<file path="config.mk">
export PLATFORM = sky130hd
export DESIGN_NAME = pdm_controller
export DESIGN_NICKNAME = d
export VERILOG_FILES = /design/src/design/pdm_pkg.sv /design/src/design/pdm_clk_divider.sv /design/src/design/pdm_controller.sv
export SDC_FILE = /design/constraint.sdc
export NUM_CORES = 1
export LEC_CHECK = 0
export ABC_AREA = 1
export BUFFER_PORTS_ARGS = -buffer_cell sky130_fd_sc_hd__buf_2
export CAP_MARGIN = 20
export CORE_UTILIZATION = 54
export CTS_CLUSTER_DIAMETER = 50
export DETAILED_ROUTE_END_ITERATION = 8
export PLACE_DENSITY = 0.8
export SLEW_MARGIN = 20
export SYNTH_ARGS = -nofsm -noshare
export SYNTH_HDL_FRONTEND = slang
export SYNTH_HIERARCHICAL = 1
export SYNTH_SLANG_ARGS = --single-unit
</file>
<file path="constraint.sdc">
create_clock -name core_clk -period 3.7 [get_ports core_clk]
set_input_delay 0.555 -clock core_clk [delete_from_list [all_inputs] [get_ports core_clk]]
set_output_delay 0.555 -clock core_clk [all_outputs]
set_load 0.01 [all_outputs]
</file>
<file path="src/design/pdm_pkg.sv">
// Package with register map, field layout, reset values and states of the power-down controller.
package pdm_pkg;

    // ------------------------------------------------------------------
    // Register byte offsets
    // ------------------------------------------------------------------
    localparam logic [7:0] OFS_STANDBY_CONTROL = 8'h00;
    localparam logic [7:0] OFS_SYSTEM_CLOCK_CONTROL = 8'h04;
    localparam logic [7:0] OFS_MODULE_STOP_CONTROL = 8'h08;
    localparam logic [7:0] OFS_POWER_STATUS = 8'h0c;

    // ------------------------------------------------------------------
    // Field positions and reset values
    // ------------------------------------------------------------------
    localparam int STANDBY_SELECT_BIT = 7;
    localparam int STAB_SEL_LSB = 4;
    localparam int OUTPUT_HOLD_BIT = 3;
    localparam int STANDBY_SPARE_BIT = 0;
    localparam int CLK_STOP_BIT = 7;
    localparam int CLK_SPARE_BIT = 6;
    localparam logic [7:0] STANDBY_CONTROL_RST = 8'h08;
    localparam logic [7:0] SYSTEM_CLOCK_CONTROL_RST = 8'h00;
    localparam logic [15:0] MODULE_STOP_RST = 16'h3fff;
    // Stop bits that gate a real module: transfer controller, timers, converters, serial channels.
    localparam logic [15:0] STOP_EFFECT_MASK = 16'h76e0;
    // Modules that are reset rather than frozen while stopped: serial channels and A/D.
    localparam logic [15:0] STOP_RESET_MASK = 16'h02e0;
    localparam logic [15:0] STOP_ALL = 16'hffff;
    localparam logic [15:0] STOP_ALL_BUT_TIMER8 = 16'hefff;

    // ------------------------------------------------------------------
    // Clock select codes and timing counts
    // ------------------------------------------------------------------
    localparam logic [2:0] CLK_SEL_FULL = 3'h0;
    localparam logic [2:0] CLK_SEL_DIV32 = 3'h5;
    localparam logic [2:0] STAB_SEL_SHORT = 3'h7;
    localparam logic [2:0] STAB_SEL_RESERVED = 3'h6;
    localparam int STAB_CNT_SHORT = 16;
    localparam int STAB_CNT_W = 19;

    typedef enum logic [2:0] {
        ST_RUN,
        ST_SLEEP,
        ST_SW_STANDBY,
        ST_OSC_WAIT,
        ST_HW_STANDBY
    } pdm_state_e;

    typedef struct packed {
        logic nmi;
        logic [2:0] irq;
        logic [2:0] irqEnable;
        logic [2:0] irqCpuMasked;
        logic [2:0] irqTransferSource;
    } pdm_wake_s;

endpackage

</file>
<file path="src/design/pdm_clk_divider.sv">
// Medium-speed clock divider producing the bus master clock enable.
`timescale 1ns/1ns
`default_nettype none
module pdm_clk_divider #(
    parameter int CNT_W = 5
) (
    // Clock and reset
    input wire logic core_clk,
    input wire logic rst_n,
    // Control
    input wire logic [2:0] divSel,
    input wire logic restart,
    // Enable pulse
    output logic tick
);
    import pdm_pkg::*;

    logic [CNT_W-1:0] cnt_r;
    logic [CNT_W-1:0] mask;

    // ------------------------------------------------------------------
    // Division mask per select code
    // ------------------------------------------------------------------
    always_comb begin
        case (divSel)
            3'h1: mask = CNT_W'(1);  // [RULE_01]
            3'h2: mask = CNT_W'(3);  // [RULE_01]
            3'h3: mask = CNT_W'(7);  // [RULE_01]
            3'h4: mask = CNT_W'(15); // [RULE_01]
            CLK_SEL_DIV32: mask = CNT_W'(31); // [RULE_01]
            default: mask = '0;
        endcase
    end

    // Restarting the phase on a select change keeps every pulse whole.
    always_ff @(posedge core_clk or negedge rst_n) begin
        if (!rst_n) begin
            cnt_r <= '0;
        end else if (restart) begin
            cnt_r <= '0; // [RULE_25]
        end else begin
            cnt_r <= cnt_r + CNT_W'(1);
        end
    end

    assign tick = ((cnt_r & mask) == '0) && !restart;

endmodule // pdm_clk_divider
`default_nettype wire

</file>
<file path="src/design/pdm_controller.sv">
// Power-down mode controller: clock speed, sleep, module stop and standby sequencing.
//
// Behaviour
// [RULE_01] Clock select picks full, /2, /4, /8, /16, /32.
// [RULE_02] Nonzero select takes effect after bus cycle.
// [RULE_03] Only CPU and transfer unit get divided clock.
// [RULE_04] Bus states counted in bus master clock ticks.
// [RULE_05] Zero select returns full speed at cycle end.
// [RULE_06] Sleep with standby select clear halts CPU.
// [RULE_07] Sleep ends on reset or accepted interrupt.
// [RULE_08] Wake keeps the selected divided clock.
// [RULE_09] Reset or watchdog overflow cancels medium speed.
// [RULE_10] Standby pin low forces hardware standby.
// [RULE_11] Stop bits gate modules at bus cycle end.
// [RULE_12] Stop register loads 3fff on reset, hardware standby.
// [RULE_13] Stopped serial and A/D are reset, others hold.
// [RULE_14] Register access to stopped modules is blocked.
// [RULE_15] Stop bit to module mapping; spare bits inert.
// [RULE_16] Sleep with all stopped halts bus and ports.
// [RULE_17] Sleep with standby select stops all, oscillator too.
// [RULE_18] Standby wake restarts oscillator, waits, then resumes.
// [RULE_19] Only enabled, unmasked, non-transfer interrupts wake standby.
// [RULE_20] Reset pin in standby restarts clocks at once.
// [RULE_21] Stabilization select gives documented wait counts.
// [RULE_22] Software picks a wait of at least 8 ms.
// [RULE_23] Standby select stays set after interrupt wake.
// [RULE_24] Output hold bit chooses hold or float in standby.
// [RULE_25] Clock switches only whole pulses at cycle boundary.
`timescale 1ns/1ns
`default_nettype none
module pdm_controller #(
    parameter int STAB_CNT_0 = 8192,
    parameter int STAB_CNT_1 = 16384,
    parameter int STAB_CNT_2 = 32768,
    parameter int STAB_CNT_3 = 65536,
    parameter int STAB_CNT_4 = 131072,
    parameter int STAB_CNT_5 = 262144
) (
    // Clock and reset
    input wire logic core_clk,
    input wire logic rst_n,
    // APB slave
    input wire logic psel,
    input wire logic penable,
    input wire logic pwrite,
    input wire logic [7:0] paddr,
    input wire logic [31:0] pwdata,
    output logic [31:0] prdata,
    output logic pready,
    output logic pslverr,
    // CPU and system events
    input wire logic busCycleEnd,
    input wire logic sleepExec,
    input wire logic cpuIntAccept,
    input wire logic wdtOverflow,
    input wire logic hardwareStandbyPin_n,
    input wire pdm_pkg::pdm_wake_s wake,
    // Clock and gating outputs
    output logic masterClkEn,
    output logic periphClkEn,
    output logic cpuHalt,
    output logic oscRun,
    output logic [15:0] moduleClkEn,
    output logic [15:0] moduleRst,
    output logic [15:0] moduleRegBlock,
    output logic busCtrlHalt,
    output logic busOutFloat,
    output logic intExcStart,
    output logic hwStandby
);
    import pdm_pkg::*;

    // ------------------------------------------------------------------
    // Registers and state
    // ------------------------------------------------------------------
    logic [7:0] standbyCtrl_r;
    logic [7:0] clkCtrl_r;
    logic [15:0] stopCtrl_r;
    logic [2:0] clkActive_r;
    logic [15:0] stopActive_r;
    pdm_state_e state_r;
    pdm_state_e state_nxt;
    logic [STAB_CNT_W-1:0] stabCnt_r;
    logic [STAB_CNT_W-1:0] stabTarget;
    logic divTick;
    logic clkApply;
    logic wakeOk;
    logic wrEn;
    logic standby_select;
    logic output_hold_enable;
    logic [2:0] stabSel;

    assign standby_select = standbyCtrl_r[STANDBY_SELECT_BIT];
    assign output_hold_enable = standbyCtrl_r[OUTPUT_HOLD_BIT];
    assign stabSel = standbyCtrl_r[STAB_SEL_LSB +: 3];
    assign wrEn = psel && penable && pready && pwrite && !pslverr;
    assign clkApply = busCycleEnd && (clkActive_r != clkCtrl_r[2:0]);

    // ------------------------------------------------------------------
    // APB slave: one wait state, error on unmapped offsets
    // ------------------------------------------------------------------
    always_ff @(posedge core_clk or negedge rst_n) begin
        if (!rst_n) begin
            pready <= 1'b0;
        end else begin
            pready <= psel && penable && !pready;
        end
    end

    always_ff @(posedge core_clk or negedge rst_n) begin
        if (!rst_n) begin
            prdata <= '0;
            pslverr <= 1'b0;
        end else if (psel && !penable) begin
            pslverr <= 1'b0;
            case (paddr)
                OFS_STANDBY_CONTROL: prdata <= {24'h0, standbyCtrl_r & 8'hf9};
                OFS_SYSTEM_CLOCK_CONTROL: prdata <= {24'h0, clkCtrl_r & 8'hc7};
                OFS_MODULE_STOP_CONTROL: prdata <= {16'h0, stopCtrl_r};
                OFS_POWER_STATUS: prdata <= {8'h0, stopActive_r, 5'h0, clkActive_r};
                default: begin
                    prdata <= '0;
                    pslverr <= 1'b1;
                end
            endcase
        end
    end

    // ------------------------------------------------------------------
    // Control registers
    // ------------------------------------------------------------------
    always_ff @(posedge core_clk or negedge rst_n) begin
        if (!rst_n) begin
            standbyCtrl_r <= STANDBY_CONTROL_RST; // [RULE_24]
        end else if (!hardwareStandbyPin_n) begin
            standbyCtrl_r <= STANDBY_CONTROL_RST;
        end else if (wrEn && paddr == OFS_STANDBY_CONTROL) begin
            // Standby select clears only on a write of zero, a reset or the hardware standby pin.
            standbyCtrl_r <= pwdata[7:0] & 8'hf9; // [RULE_23]
        end
    end

    always_ff @(posedge core_clk or negedge rst_n) begin
        if (!rst_n) begin
            clkCtrl_r <= SYSTEM_CLOCK_CONTROL_RST; // [RULE_09]
        end else if (!hardwareStandbyPin_n || wdtOverflow) begin
            clkCtrl_r <= SYSTEM_CLOCK_CONTROL_RST; // [RULE_09]
        end else if (wrEn && paddr == OFS_SYSTEM_CLOCK_CONTROL) begin
            clkCtrl_r <= pwdata[7:0] & 8'hc7;
        end
    end

    always_ff @(posedge core_clk or negedge rst_n) begin
        if (!rst_n) begin
            stopCtrl_r <= MODULE_STOP_RST; // [RULE_12]
        end else if (!hardwareStandbyPin_n) begin
            stopCtrl_r <= MODULE_STOP_RST; // [RULE_12]
        end else if (wrEn && paddr == OFS_MODULE_STOP_CONTROL) begin
            stopCtrl_r <= pwdata[15:0];
        end
    end

    // ------------------------------------------------------------------
    // Bus cycle boundary updates of clock select and module stop
    // ------------------------------------------------------------------
    always_ff @(posedge core_clk or negedge rst_n) begin
        if (!rst_n) begin
            clkActive_r <= CLK_SEL_FULL;
        end else if (!hardwareStandbyPin_n || wdtOverflow) begin
            clkActive_r <= CLK_SEL_FULL; // [RULE_09]
        end else if (busCycleEnd) begin
            clkActive_r <= clkCtrl_r[2:0]; // [RULE_02] [RULE_05] [RULE_25]
        end
    end

    always_ff @(posedge core_clk or negedge rst_n) begin
        if (!rst_n) begin
            stopActive_r <= MODULE_STOP_RST;
        end else if (!hardwareStandbyPin_n) begin
            stopActive_r <= MODULE_STOP_RST;
        end else if (busCycleEnd) begin
            stopActive_r <= stopCtrl_r; // [RULE_11]
        end
    end

    pdm_clk_divider #(
        .CNT_W(5)
    ) u_divider (
        .core_clk(core_clk),
        .rst_n(rst_n),
        .divSel(clkActive_r),
        .restart(clkApply),
        .tick(divTick)
    );

    // ------------------------------------------------------------------
    // Power state machine
    // ------------------------------------------------------------------
    always_comb begin
        case (stabSel)
            3'h0: stabTarget = STAB_CNT_W'(STAB_CNT_0); // [RULE_21]
            3'h1: stabTarget = STAB_CNT_W'(STAB_CNT_1);
            3'h2: stabTarget = STAB_CNT_W'(STAB_CNT_2);
            3'h3: stabTarget = STAB_CNT_W'(STAB_CNT_3);
            3'h4: stabTarget = STAB_CNT_W'(STAB_CNT_4);
            STAB_SEL_SHORT: stabTarget = STAB_CNT_W'(STAB_CNT_SHORT);
            default: stabTarget = STAB_CNT_W'(STAB_CNT_5);
        endcase
    end

    assign wakeOk = wake.nmi ||
        (|(wake.irq & wake.irqEnable & ~wake.irqCpuMasked & ~wake.irqTransferSource)); // [RULE_19]

    always_comb begin
        state_nxt = state_r;
        case (state_r)
            ST_RUN: begin
                if (sleepExec) begin
                    state_nxt = standby_select ? ST_SW_STANDBY : ST_SLEEP; // [RULE_06] [RULE_17]
                end
            end
            ST_SLEEP: begin
                if (cpuIntAccept) begin
                    state_nxt = ST_RUN; // [RULE_07] [RULE_08]
                end
            end
            ST_SW_STANDBY: begin
                if (wakeOk) begin
                    state_nxt = ST_OSC_WAIT; // [RULE_18]
                end
            end
            ST_OSC_WAIT: begin
                if (stabCnt_r >= stabTarget - STAB_CNT_W'(1)) begin
                    state_nxt = ST_RUN; // [RULE_18] [RULE_08]
                end
            end
            ST_HW_STANDBY: state_nxt = ST_RUN;
            default: state_nxt = ST_RUN;
        endcase
        if (!hardwareStandbyPin_n) begin
            state_nxt = ST_HW_STANDBY; // [RULE_10]
        end
    end

    // Reset returns to run with the oscillator on, which also ends standby.
    always_ff @(posedge core_clk or negedge rst_n) begin
        if (!rst_n) begin
            state_r <= ST_RUN; // [RULE_20]
        end else begin
            state_r <= state_nxt;
        end
    end

    always_ff @(posedge core_clk or negedge rst_n) begin
        if (!rst_n) begin
            stabCnt_r <= '0;
        end else if (state_r == ST_OSC_WAIT) begin
            stabCnt_r <= stabCnt_r + STAB_CNT_W'(1);
        end else begin
            stabCnt_r <= '0;
        end
    end

    // ------------------------------------------------------------------
    // Registered outputs
    // ------------------------------------------------------------------
    always_ff @(posedge core_clk or negedge rst_n) begin
        if (!rst_n) begin
            masterClkEn <= 1'b1;
            cpuHalt <= 1'b0;
            oscRun <= 1'b1; // [RULE_20]
            periphClkEn <= 1'b1;
        end else begin
            // Bus access states elapse on this enable only.
            masterClkEn <= divTick && state_nxt == ST_RUN; // [RULE_03] [RULE_04]
            cpuHalt <= state_nxt != ST_RUN; // [RULE_06]
            oscRun <= state_nxt != ST_SW_STANDBY && state_nxt != ST_HW_STANDBY; // [RULE_17]
            periphClkEn <= state_nxt == ST_RUN || state_nxt == ST_SLEEP; // [RULE_03]
        end
    end

    always_ff @(posedge core_clk or negedge rst_n) begin
        if (!rst_n) begin
            moduleClkEn <= ~MODULE_STOP_RST & STOP_EFFECT_MASK;
            moduleRst <= MODULE_STOP_RST & STOP_RESET_MASK;
            moduleRegBlock <= MODULE_STOP_RST & STOP_EFFECT_MASK;
        end else if (state_nxt == ST_HW_STANDBY) begin
            moduleClkEn <= '0;
            moduleRst <= STOP_EFFECT_MASK;
            moduleRegBlock <= STOP_EFFECT_MASK;
        end else begin
            if (state_nxt == ST_RUN || state_nxt == ST_SLEEP) begin
                moduleClkEn <= ~stopActive_r & STOP_EFFECT_MASK; // [RULE_11] [RULE_15]
            end else begin
                moduleClkEn <= '0; // [RULE_17]
            end
            if (state_nxt == ST_SW_STANDBY || state_nxt == ST_OSC_WAIT) begin
                moduleRst <= STOP_RESET_MASK; // [RULE_17]
            end else begin
                moduleRst <= stopActive_r & STOP_RESET_MASK; // [RULE_13]
            end
            moduleRegBlock <= stopActive_r & STOP_EFFECT_MASK; // [RULE_14]
        end
    end

    always_ff @(posedge core_clk or negedge rst_n) begin
        if (!rst_n) begin
            busCtrlHalt <= 1'b0;
            busOutFloat <= 1'b0;
            intExcStart <= 1'b0;
            hwStandby <= 1'b0;
        end else begin
            busCtrlHalt <= state_nxt == ST_SLEEP &&
                (stopActive_r == STOP_ALL || stopActive_r == STOP_ALL_BUT_TIMER8); // [RULE_16]
            busOutFloat <= state_nxt == ST_HW_STANDBY ||
                ((state_nxt == ST_SW_STANDBY || state_nxt == ST_OSC_WAIT) && !output_hold_enable); // [RULE_24]
            intExcStart <= state_r == ST_OSC_WAIT && state_nxt == ST_RUN; // [RULE_18]
            hwStandby <= state_nxt == ST_HW_STANDBY; // [RULE_10]
        end
    end
endmodule // pdm_controller
`default_nettype wire

</file>
Word-level counts from Yosys, hierarchy flattened
Index checks and enable logic that the tools add are counted.
{"block": "word_totals", "regBits": 168, "inputBits": 63, "out_inout_bits": 90, "word_cells": 127}
{"block": "op_classes", "n_addsub": 3, "magnitude_cmp": 1, "n_eq_ne": 28, "mux": 28, "n_bitwise": 7, "n_reduce_logical": 38}
{"op": "19-bit case mux with 6 select lines", "n": 1}
{"op": "24-bit case mux with 4 select lines", "n": 1}
{"op": "16-bit two-way mux", "n": 4}
{"op": "15-bit two-way mux", "n": 4}
{"op": "16-bit equality test, second input constant", "n": 2}
{"op": "8-bit two-way mux", "n": 4}
{"op": "5-bit case mux with 5 select lines", "n": 1}
{"op": "3-bit by 2-bit equality test with 1-bit output, second input constant", "n": 8}
{"op": "3-bit two-way mux", "n": 7}
{"op": "19-bit by 1-bit adder with 19-bit output, second input constant", "n": 1}
{"op": "19-bit greater-or-equal comparator", "n": 1}
{"op": "19-bit two-way mux", "n": 1}
{"op": "19-bit by 1-bit subtractor with 19-bit output, second input constant", "n": 1}
{"op": "8-bit by 4-bit equality test with 1-bit output, second input constant", "n": 2}
{"op": "1-bit logical AND", "n": 16}
{"op": "3-bit equality test, second input constant", "n": 5}
{"op": "15-bit NOT", "n": 1}
{"op": "3-bit by 1-bit equality test with 1-bit output, second input constant", "n": 4}
{"op": "3-bit case mux with 4 select lines", "n": 1}
{"op": "10-bit two-way mux", "n": 1}
{"op": "3-bit AND", "n": 3}
{"op": "3-bit logical NOT", "n": 3}
{"op": "8-bit by 3-bit equality test with 1-bit output, second input constant", "n": 1}
{"op": "8-bit logical NOT", "n": 1}
{"op": "18 further kinds", "n": 31}

Logic depth before layout (Yosys ltp)
Gate-level depths: netlist (run 1).
{"block": "logic_depth", "ltp_word": 12, "mapped_depth": 16, "mapped_depth_nobuf": 15}

Hierarchy
The synthesis (run 1) kept the hierarchy.
{"mod": "pdm_controller", "n_inst": 1, "cells_each": 698, "area_per_inst_um2": 6068.3, "seq_area_each_um2": 3108.0}
{"mod": "pdm_clk_divider", "n_inst": 1, "cells_each": 36, "area_per_inst_um2": 277.8, "seq_area_each_um2": 125.1}

Worst setup path after synthesis (run 1)
No wires, ideal clock.
{"block": "synth_path", "path_kind": "register to register", "from": "register standbyCtrl_r[5]", "to": "register busOutFloat", "setup_time_ps": 113, "arrival_time_ps": 2443, "required_ps": 3587, "path_slack_ps": 1144, "stages_incl_launch_ff": 17, "path_buffers": 1, "period_less_slack_ps": 2556, "cell_sequence": "dfrtp_1 > nand2_1 > nor2_1 > inv_1 > ha_1 > xor2_1 > ha_1 > nand2_1 > nor2_1 > nand3_1 > nor2_1 > nor2_1 > nand3_2 > nand3_2 > buf_6 > nand2_1 > inv_1"}
{"block": "synth_between", "elab_chain_cells": 11, "word_cells_on_any_way": 18, "classes_between": "add/sub (1); order compare (1); eq/ne (8); mux (4); reduce/logical (4)"}
{"element": "start: declaration", "line_no": "pdm_controller.sv:76", "text": "logic [7:0] standbyCtrl_r;"}
{"element": "start signal: assignment", "line_no": "pdm_controller.sv:139", "text": "standbyCtrl_r <= pwdata[7:0] & 8'hf9;"}
{"element": "3-bit equality test, or another cell as far along", "line_no": "pdm_controller.sv:200", "text": "case (stabSel)"}
{"element": "19-bit case mux with 6 select lines *", "line_no": "pdm_controller.sv:200"}
{"element": "19-bit by 1-bit subtractor with 19-bit output *", "line_no": "pdm_controller.sv:233", "text": "if (stabCnt_r >= stabTarget - STAB_CNT_W'(1)) begin"}
{"element": "19-bit greater-or-equal comparator *", "line_no": "pdm_controller.sv:233"}
{"element": "3-bit two-way mux *", "line_no": "pdm_controller.sv:233"}
{"element": "3-bit case mux with 4 select lines *", "line_no": "pdm_controller.sv:216", "text": "case (state_r)"}
{"element": "3-bit two-way mux *", "line_no": "pdm_controller.sv:240", "text": "if (!hardwareStandbyPin_n) begin"}
{"element": "3-bit by 2-bit equality test with 1-bit output", "line_no": "pdm_controller.sv:316", "text": "((state_nxt == ST_SW_STANDBY || state_nxt == ST_OSC_WAIT) && !output_hold_enable);"}
{"element": "1-bit logical OR", "line_no": "pdm_controller.sv:316"}
{"element": "1-bit logical AND", "line_no": "pdm_controller.sv:316"}
{"element": "1-bit logical OR *", "line_no": "pdm_controller.sv:315", "text": "busOutFloat <= state_nxt == ST_HW_STANDBY ||"}
{"element": "end signal: assignment", "line_no": "pdm_controller.sv:315"}
{"element": "end: declaration", "line_no": "pdm_controller.sv:67", "text": "output logic busOutFloat,"}
Every way passes the cells marked *; elsewhere a longest branch is shown, timed or not.
A chain may end at the register's enable or synchronous reset.

Worst setup path in the final report (run 1)
{"block": "layout_path", "from": "register standbyCtrl_r[5]", "to": "register moduleRst[5]"}
{"block": "layout_between", "elab_chain_cells": 11, "word_cells_on_any_way": 18, "classes_between": "add/sub (1); order compare (1); eq/ne (8); mux (6); reduce/logical (2)"}
{"element": "3-bit equality test, or another cell as far along", "line_no": "pdm_controller.sv:200"}
{"element": "19-bit case mux with 6 select lines *", "line_no": "pdm_controller.sv:200"}
{"element": "19-bit by 1-bit subtractor with 19-bit output *", "line_no": "pdm_controller.sv:233"}
{"element": "19-bit greater-or-equal comparator *", "line_no": "pdm_controller.sv:233"}
{"element": "3-bit two-way mux *", "line_no": "pdm_controller.sv:233"}
{"element": "3-bit case mux with 4 select lines *", "line_no": "pdm_controller.sv:216"}
{"element": "3-bit two-way mux *", "line_no": "pdm_controller.sv:240"}
{"element": "3-bit by 2-bit equality test with 1-bit output", "line_no": "pdm_controller.sv:297", "text": "if (state_nxt == ST_SW_STANDBY || state_nxt == ST_OSC_WAIT) begin"}
{"element": "1-bit logical OR", "line_no": "pdm_controller.sv:297"}
{"element": "10-bit two-way mux", "line_no": "pdm_controller.sv:297"}
{"element": "15-bit two-way mux *", "line_no": "pdm_controller.sv:287", "text": "end else if (state_nxt == ST_HW_STANDBY) begin"}
{"element": "end signal: assignment", "line_no": "pdm_controller.sv:285", "text": "moduleRst <= MODULE_STOP_RST & STOP_RESET_MASK;"}
{"element": "end signal: assignment", "line_no": "pdm_controller.sv:300", "text": "moduleRst <= stopActive_r & STOP_RESET_MASK;"}
{"element": "end: declaration", "line_no": "pdm_controller.sv:64", "text": "output logic [15:0] moduleRst,"}
Marked as above.

==> reports/results.ini, run 1 <==
[timing]
fin_setup_tns_ns = 0
hold_ws_ns = 0.211
setup_ws_ns = 0.901
hold_viol_final = 0
rsz0062_at_grt = no
finalSetupViolations = 0
slew-limit-headroom_pct = 50.4
max_freq_ghz = 0.357
fin_crit_sh_pct = 75.6
fin_crit_ns = 2.80
slew_viol_final = 0
skew_ns = 0.00719
tightestPinTransition_ns = 0.744

[finish]
nets = 921
final_layout_size_suffix_gt1_share_pct = 24.7
final_area_mm2 = 0.00743
n_antenna_cell = 0
syn2layout_area_growth_pct = 17.0

[synth]
synthTopCellsByArea = dfrtp_1, dfstp_2, nand2_1
synth_cell_types = 42
yosys_warnings = 6
synth_cells = 734
synth_area_mm2 = 0.00635
yosysMostFrequentCell = nand2_1
synth_area_per_cell_um2 = 8.65
synth-async-reset-ratio_pct = 100
synth.largest_area_cell = dfrtp_1
ys.flop_type = dfrtp_1
ys_ff_latch = 127
synthTopCellsByCount = nand2_1, dfrtp_1, inv_1
synth_edf_count = 0
synth_top_area_share_pct = 32.7
synth.yosys.seq_area_share_pct = 50.9

[clock_tree]
cts_buffer_depth = 2
cts_sinks = 127
postCtsSetupRepairBufs = 0
insertion_delay_ns = 0.41
htreeDepth = 4
cts_resized = 0
cts_buffers = 17
cts-root-buf = clkbuf_16
cts_tree = done
path_clk_slew_ns = 0.06
cts_hold_buf = 0

[detailed_routing]
drt_wl_total_mm = 13.6
drtIter0Drc = 366
drtPass1Iterations = 5
drcViolationCount = 0
vias_per_cell = 5.13
wire_per_inst_um = 13.7
drtAntennaViolNets = 0
num_vias = 5100

[floorplan]
row_count = 39
die_area_mm2 = 0.0122
ioPinCount = 153
core-area_mm2 = 0.0114
die_h_um = 110
initial_utilization_pct = 55.6
die_x_um = 110

[worst_setup_path]
cpMaxStageDelayCell = dfrtp_1
cp.arrival_ns = 3.14
cp_cell_sequence = nand2_1 -> nor2_1 -> buf_4 -> inv_1 -> ha_1 -> xor2_1 -> ha_1 -> nand2_1 -> nor2_1 -> nand3_1 -> nor2_1 -> nor2_1 -> nand3_2 -> nand3_2 -> nor2_1 -> inv_1
worst-setup-path-type = register to register
critPathMaxStageDelay_ns = 0.42
crit_path_end_kind = register
cp_max_fo = 11
cp_common_cell = nor2_1
critical_path_required_ns = 4.04
setup.worst_path.start_class = register

[place]
gp_congestion = 0.891
dpl-instance-area_mm2 = 0.00684
io_buffers = 104
pre_cts_slack_ns = 0.890
dp_hpwl_mm = 9.85

[global_route]
grt_overflow_total = 0
grt_usage_pct = 23.9
grt_antenna_before_repair = 0
grt_pass1_wl_mm = 23.2
grt_pass1_vias = 4920
grt_max_degree = 68

[hold_path]
min_path_type = primary input to asynchronous set/reset pin

[flow_run]
cap_violations = 0

[power_and_ir_drop]
power_density_mw_per_mm2 = 465
power.total_uw = 3450
p_leak_uw = 0.00377
ir_drop_mv = 0.348

[run_status]
status = completed

## critical path, delay by kind of cell (launching register included)
kind,cells,cell delay (ns)
XOR/XNOR,1,0.16
AND/OR/NAND/NOR,10,1.32
buffers and inverters,3,0.32
flip-flops,1,0.42
adder cells (fa/ha/maj),2,0.50
## cell usage in the layout, fill, tap and decap left out, types with 7 or more instances in the layout
cell       instances
conb_1            33
nand3_1           32
dfrtp_1           83
dfstp_2           44
buf_2            103
a22o_1             8
inv_1             73
nor3_1             9
ha_1              19
nor2_1            60
o21ai_0           50
nand4_1            7
a21oi_1           48
o31ai_1            7
clkbuf_16         17
nand2_1          188
## per-layer routing
metal | vias up | track usage (%) | wire, um
li1 | 2520 | - | -
met1 | 2397 | 30.6 | 5960
met2 | 159 | 39.1 | 6690
met3 | 24 | 5.76 | 719
met4 | 0 | 9.42 | 267
met5 | - | 0 | 0
## sequential cells by signal, summed over array words and instances, names as in the netlist, 3 cells and up
name	count
clkActive_r	3
clkCtrl_r	5
moduleClkEn	8
moduleRegBlock	8
moduleRst	5
prdata	24
stabCnt_r	19
standbyCtrl_r	6
state_r	3
stopActive_r	16
stopCtrl_r	16
u_divider/cnt_r	5
## cells by family after synthesis
kind of cell / share of synthesized area (%)
adders and majority gates: 3.75
AOI/OAI and AO/OA: 10.7
and+or+nand+nor: 22.9
buffers and inverters: 10.6
DFF: 50.9
other: 0.118
xor gates and xnor gates: 0.966
## report_power, final
group / internal (uW) / total (uW) / switching, uW
combinational: 89.6 / 282 / 192
clock: 1030 / 1640 / 607
sequential: 1490 / 1530 / 48.1
total: 2610 / 3450 / 847
## area by class of cell
| cell class | count | area [um2] |
|---|---|---|
| multi-input combinational | 506 | 2550 |
| fill | 954 | 3990 |
| inverter | 77 | 289 |
| sequential | 127 | 3230 |
| clock buffer | 20 | 457 |
| clock inverter | 11 | 134 |
| tap | 143 | 179 |
| timing repair buffer | 110 | 581 |
## per-stage QoR
step | instances | util (%)
finish | 994 | 65.0
global route | 994 | 65.0
CTS | 994 | 65.0
detailed placement | 963 | 59.9
global placement | 963 | 59.9
floorplan | 765 | -
## worst paths after layout
| path | startpoint | to | slack (ns) | cells after the start |
|---|---|---|---|---|
| max | standbyCtrl_r[5] | moduleRst[5] | 0.90 | 16 |
| max reg2reg | standbyCtrl_r[5] | moduleRst[5] | 0.90 | 16 |
| min | rst_n | pready | 0.21 | 1 |
| max in group asynchronous | rst_n | stopCtrl_r[9] | 2.65 | 2 |
| min in group core_clk | pwdata[11] | stopCtrl_r[11] | 0.36 | 3 |
| min reg2reg | pready | pready | 0.47 | 1 |
Note: power is estimated with default switching activity, not from simulation.
==> run 2: changes to the inputs <==
Clock period 3.7 ns to 2.9 ns, I/O delays scaled along.
==> reports/results.ini, run 2 (synthesized netlist as in run 1, its figures left out) <==
[timing]
rsz0062_at_grt = no
slew-limit-headroom_pct = 46.4  ; -4.0 points
finalSetupViolations = 0  ; unchanged
tightestPinTransition_ns = 0.804  ; +0.0602 ns
fin_crit_ns = 2.56  ; -0.242 ns
fin_setup_tns_ns = 0  ; unchanged
fin_crit_sh_pct = 88.2  ; +13 points
max_freq_ghz = 0.391  ; +9.4%
slew_viol_final = 0  ; unchanged
skew_ns = 0.00952  ; +0.00233 ns
hold_viol_final = 0  ; unchanged

[clock_tree]
cts-root-buf = clkbuf_16
insertion_delay_ns = 0.42  ; about the same
cts_sinks = 127  ; unchanged
postCtsSetupRepairBufs = 0  ; unchanged
htreeDepth = 4  ; unchanged
path_clk_slew_ns = 0.06  ; about the same
cts_buffers = 17  ; unchanged
cts_tree = done
cts_hold_buf = 0  ; unchanged
cts_buffer_depth = 2  ; unchanged
cts_resized = 0  ; unchanged

[worst_setup_path]
cp_common_cell = nor2_1
rrSetupSlack_ns = 0.34  ; -0.56 ns
cp_max_fo = 11  ; unchanged
cp_cell_sequence = nand2_1 -> nor2_1 -> inv_1 -> ha_1 -> xor2_1 -> ha_1 -> nand2_1 -> nor2_1 -> nand3_1 -> nor2_1 -> nor2_1 -> nand3_2 -> nand3_2 -> buf_4 -> nor2_1 -> inv_1
critical_path_required_ns = 3.24  ; -0.80 ns
crit_path_end_kind = register
cp.arrival_ns = 2.90  ; -0.24 ns
setup.worst_path.start_class = register
critPathMaxStageDelay_ns = 0.43  ; about the same
worst-setup-path-type = register to register
cpMaxStageDelayCell = dfrtp_1

[detailed_routing]
vias_per_cell = 5.21  ; +1.5%
drtAntennaViolNets = 0  ; unchanged
drcViolationCount = 0  ; unchanged
num_vias = 5208  ; +2.1%
drt_wl_total_mm = 14.1  ; +3.5%
wire_per_inst_um = 14.1  ; +2.9%
drtIter0Drc = 358  ; -2.2%
drtPass1Iterations = 7  ; +2

[floorplan]
core-area_mm2 = 0.0114  ; unchanged
ioPinCount = 153  ; unchanged
row_count = 39  ; unchanged
initial_utilization_pct = 55.6  ; unchanged
die_x_um = 110  ; unchanged
die_h_um = 110  ; unchanged
die_area_mm2 = 0.0122  ; unchanged

[finish]
nets = 926  ; +0.54%
fin_cells = 1000  ; +0.60%
final_layout_size_suffix_gt1_share_pct = 25.1  ; +0.41 points
reg_top3 = prdata (24), stabCnt_r (19)
largest_reg_flops = 24  ; unchanged
final_common_cell = nand2_1
seq_area_mm2 = 0.00323  ; unchanged
multi_input_area_mm2 = 0.00255  ; unchanged
syn2layout_area_growth_pct = 17.4
layout_common_cells = nand2_1, buf_2, dfrtp_1
top_register = prdata
n_antenna_cell = 0  ; unchanged
nFillCells = 941  ; -1.4%

[global_route]
grt_overflow_total = 0  ; unchanged
grt_antenna_before_repair = 0  ; unchanged
grt_use_met3_pct = 6.04  ; +0.27 points
grt_pass1_wl_mm = 23.3  ; +0.57%
grt_max_degree = 67  ; -1.5%
met1_usage_pct = 31.0  ; +0.45 points
top_usage_layer = met2
grt_pass1_vias = 4820  ; -2.0%
grt_usage_pct = 24.5  ; +0.58 points
gr-usage-met2_pct = 40.6  ; +1.4 points

[hold_path]
min_path_type = primary input to asynchronous set/reset pin

[place]
dp.cells = 968  ; +0.52%
dp_hpwl_mm = 9.95  ; +1.1%
gp_congestion = 0.922  ; +3.5%
io_buffers = 104  ; unchanged

[power_and_ir_drop]
power_density_mw_per_mm2 = 594  ; +28%
ir_drop_mv = 0.649  ; +87%
p_leak_uw = 0.00380  ; +0.75%
power.total_uw = 4420  ; +28%

[run_status]
status = completed

[flow_run]
cap_violations = 0  ; unchanged

-- run 2: layout make-up --
class / count / area share, %
Sequential cell: 127 / 43.4
Multi-Input combinational cell: 506 / 34.3
Timing Repair Buffer: 115 / 8.13
Clock buffer: 21 / 6.18
Inverter: 77 / 3.88
Tap cell: 143 / 2.40
Clock inverter: 11 / 1.73
-- run 2: final timing paths --
check,from,endpoint,cells after the start
worst max-delay path,standbyCtrl_r[5],moduleRst[5],16
worst min-delay path,rst_n,pready,1
worst max register to register,standbyCtrl_r[5],moduleRst[5],16
worst min register to register,pready,pready,1
max in group asynchronous,rst_n,moduleRst[6],2
min in group core_clk,pwdata[13],stopCtrl_r[13],3
-- run 2: routing by layer --
layer	up-vias	wire length, um
met5	-	0
met4	0	330
met3	34	758
met2	188	6960
met1	2451	6070
li1	2535	-
-- run 2: critical path, delay by kind of cell (launching register included) --
kind / cells / cell delay [ns]
XOR/XNOR: 1 / 0.17
AND/OR/NAND/NOR: 10 / 1.02
adder cells (fa/ha/maj): 2 / 0.51
buffers and inverters: 3 / 0.34
flip-flops: 1 / 0.43
-- run 2: metrics by stage --
step	hold WS, ns	instance area (um2)	utilization, %	setup slack, ns
floorplan	0.139	6460	-	0.344
CTS	0.136	7450	65.3	0.338
finish	0.119	7450	65.3	0.343
global route	0.171	7450	65.3	0.0182
detailed placement	0.460	6860	60.1	0.354
global placement	0.455	6860	60.1	0.470
-- run 2: where the power goes --
| group | internal [uW] | leakage, uW | total, uW | switching [uW] |
|---|---|---|---|---|
| logic | 117 | 0.00192 | 368 | 251 |
| clock network | 1320 | 0.000285 | 2100 | 779 |
| registers | 1900 | 0.00159 | 1960 | 61.4 |
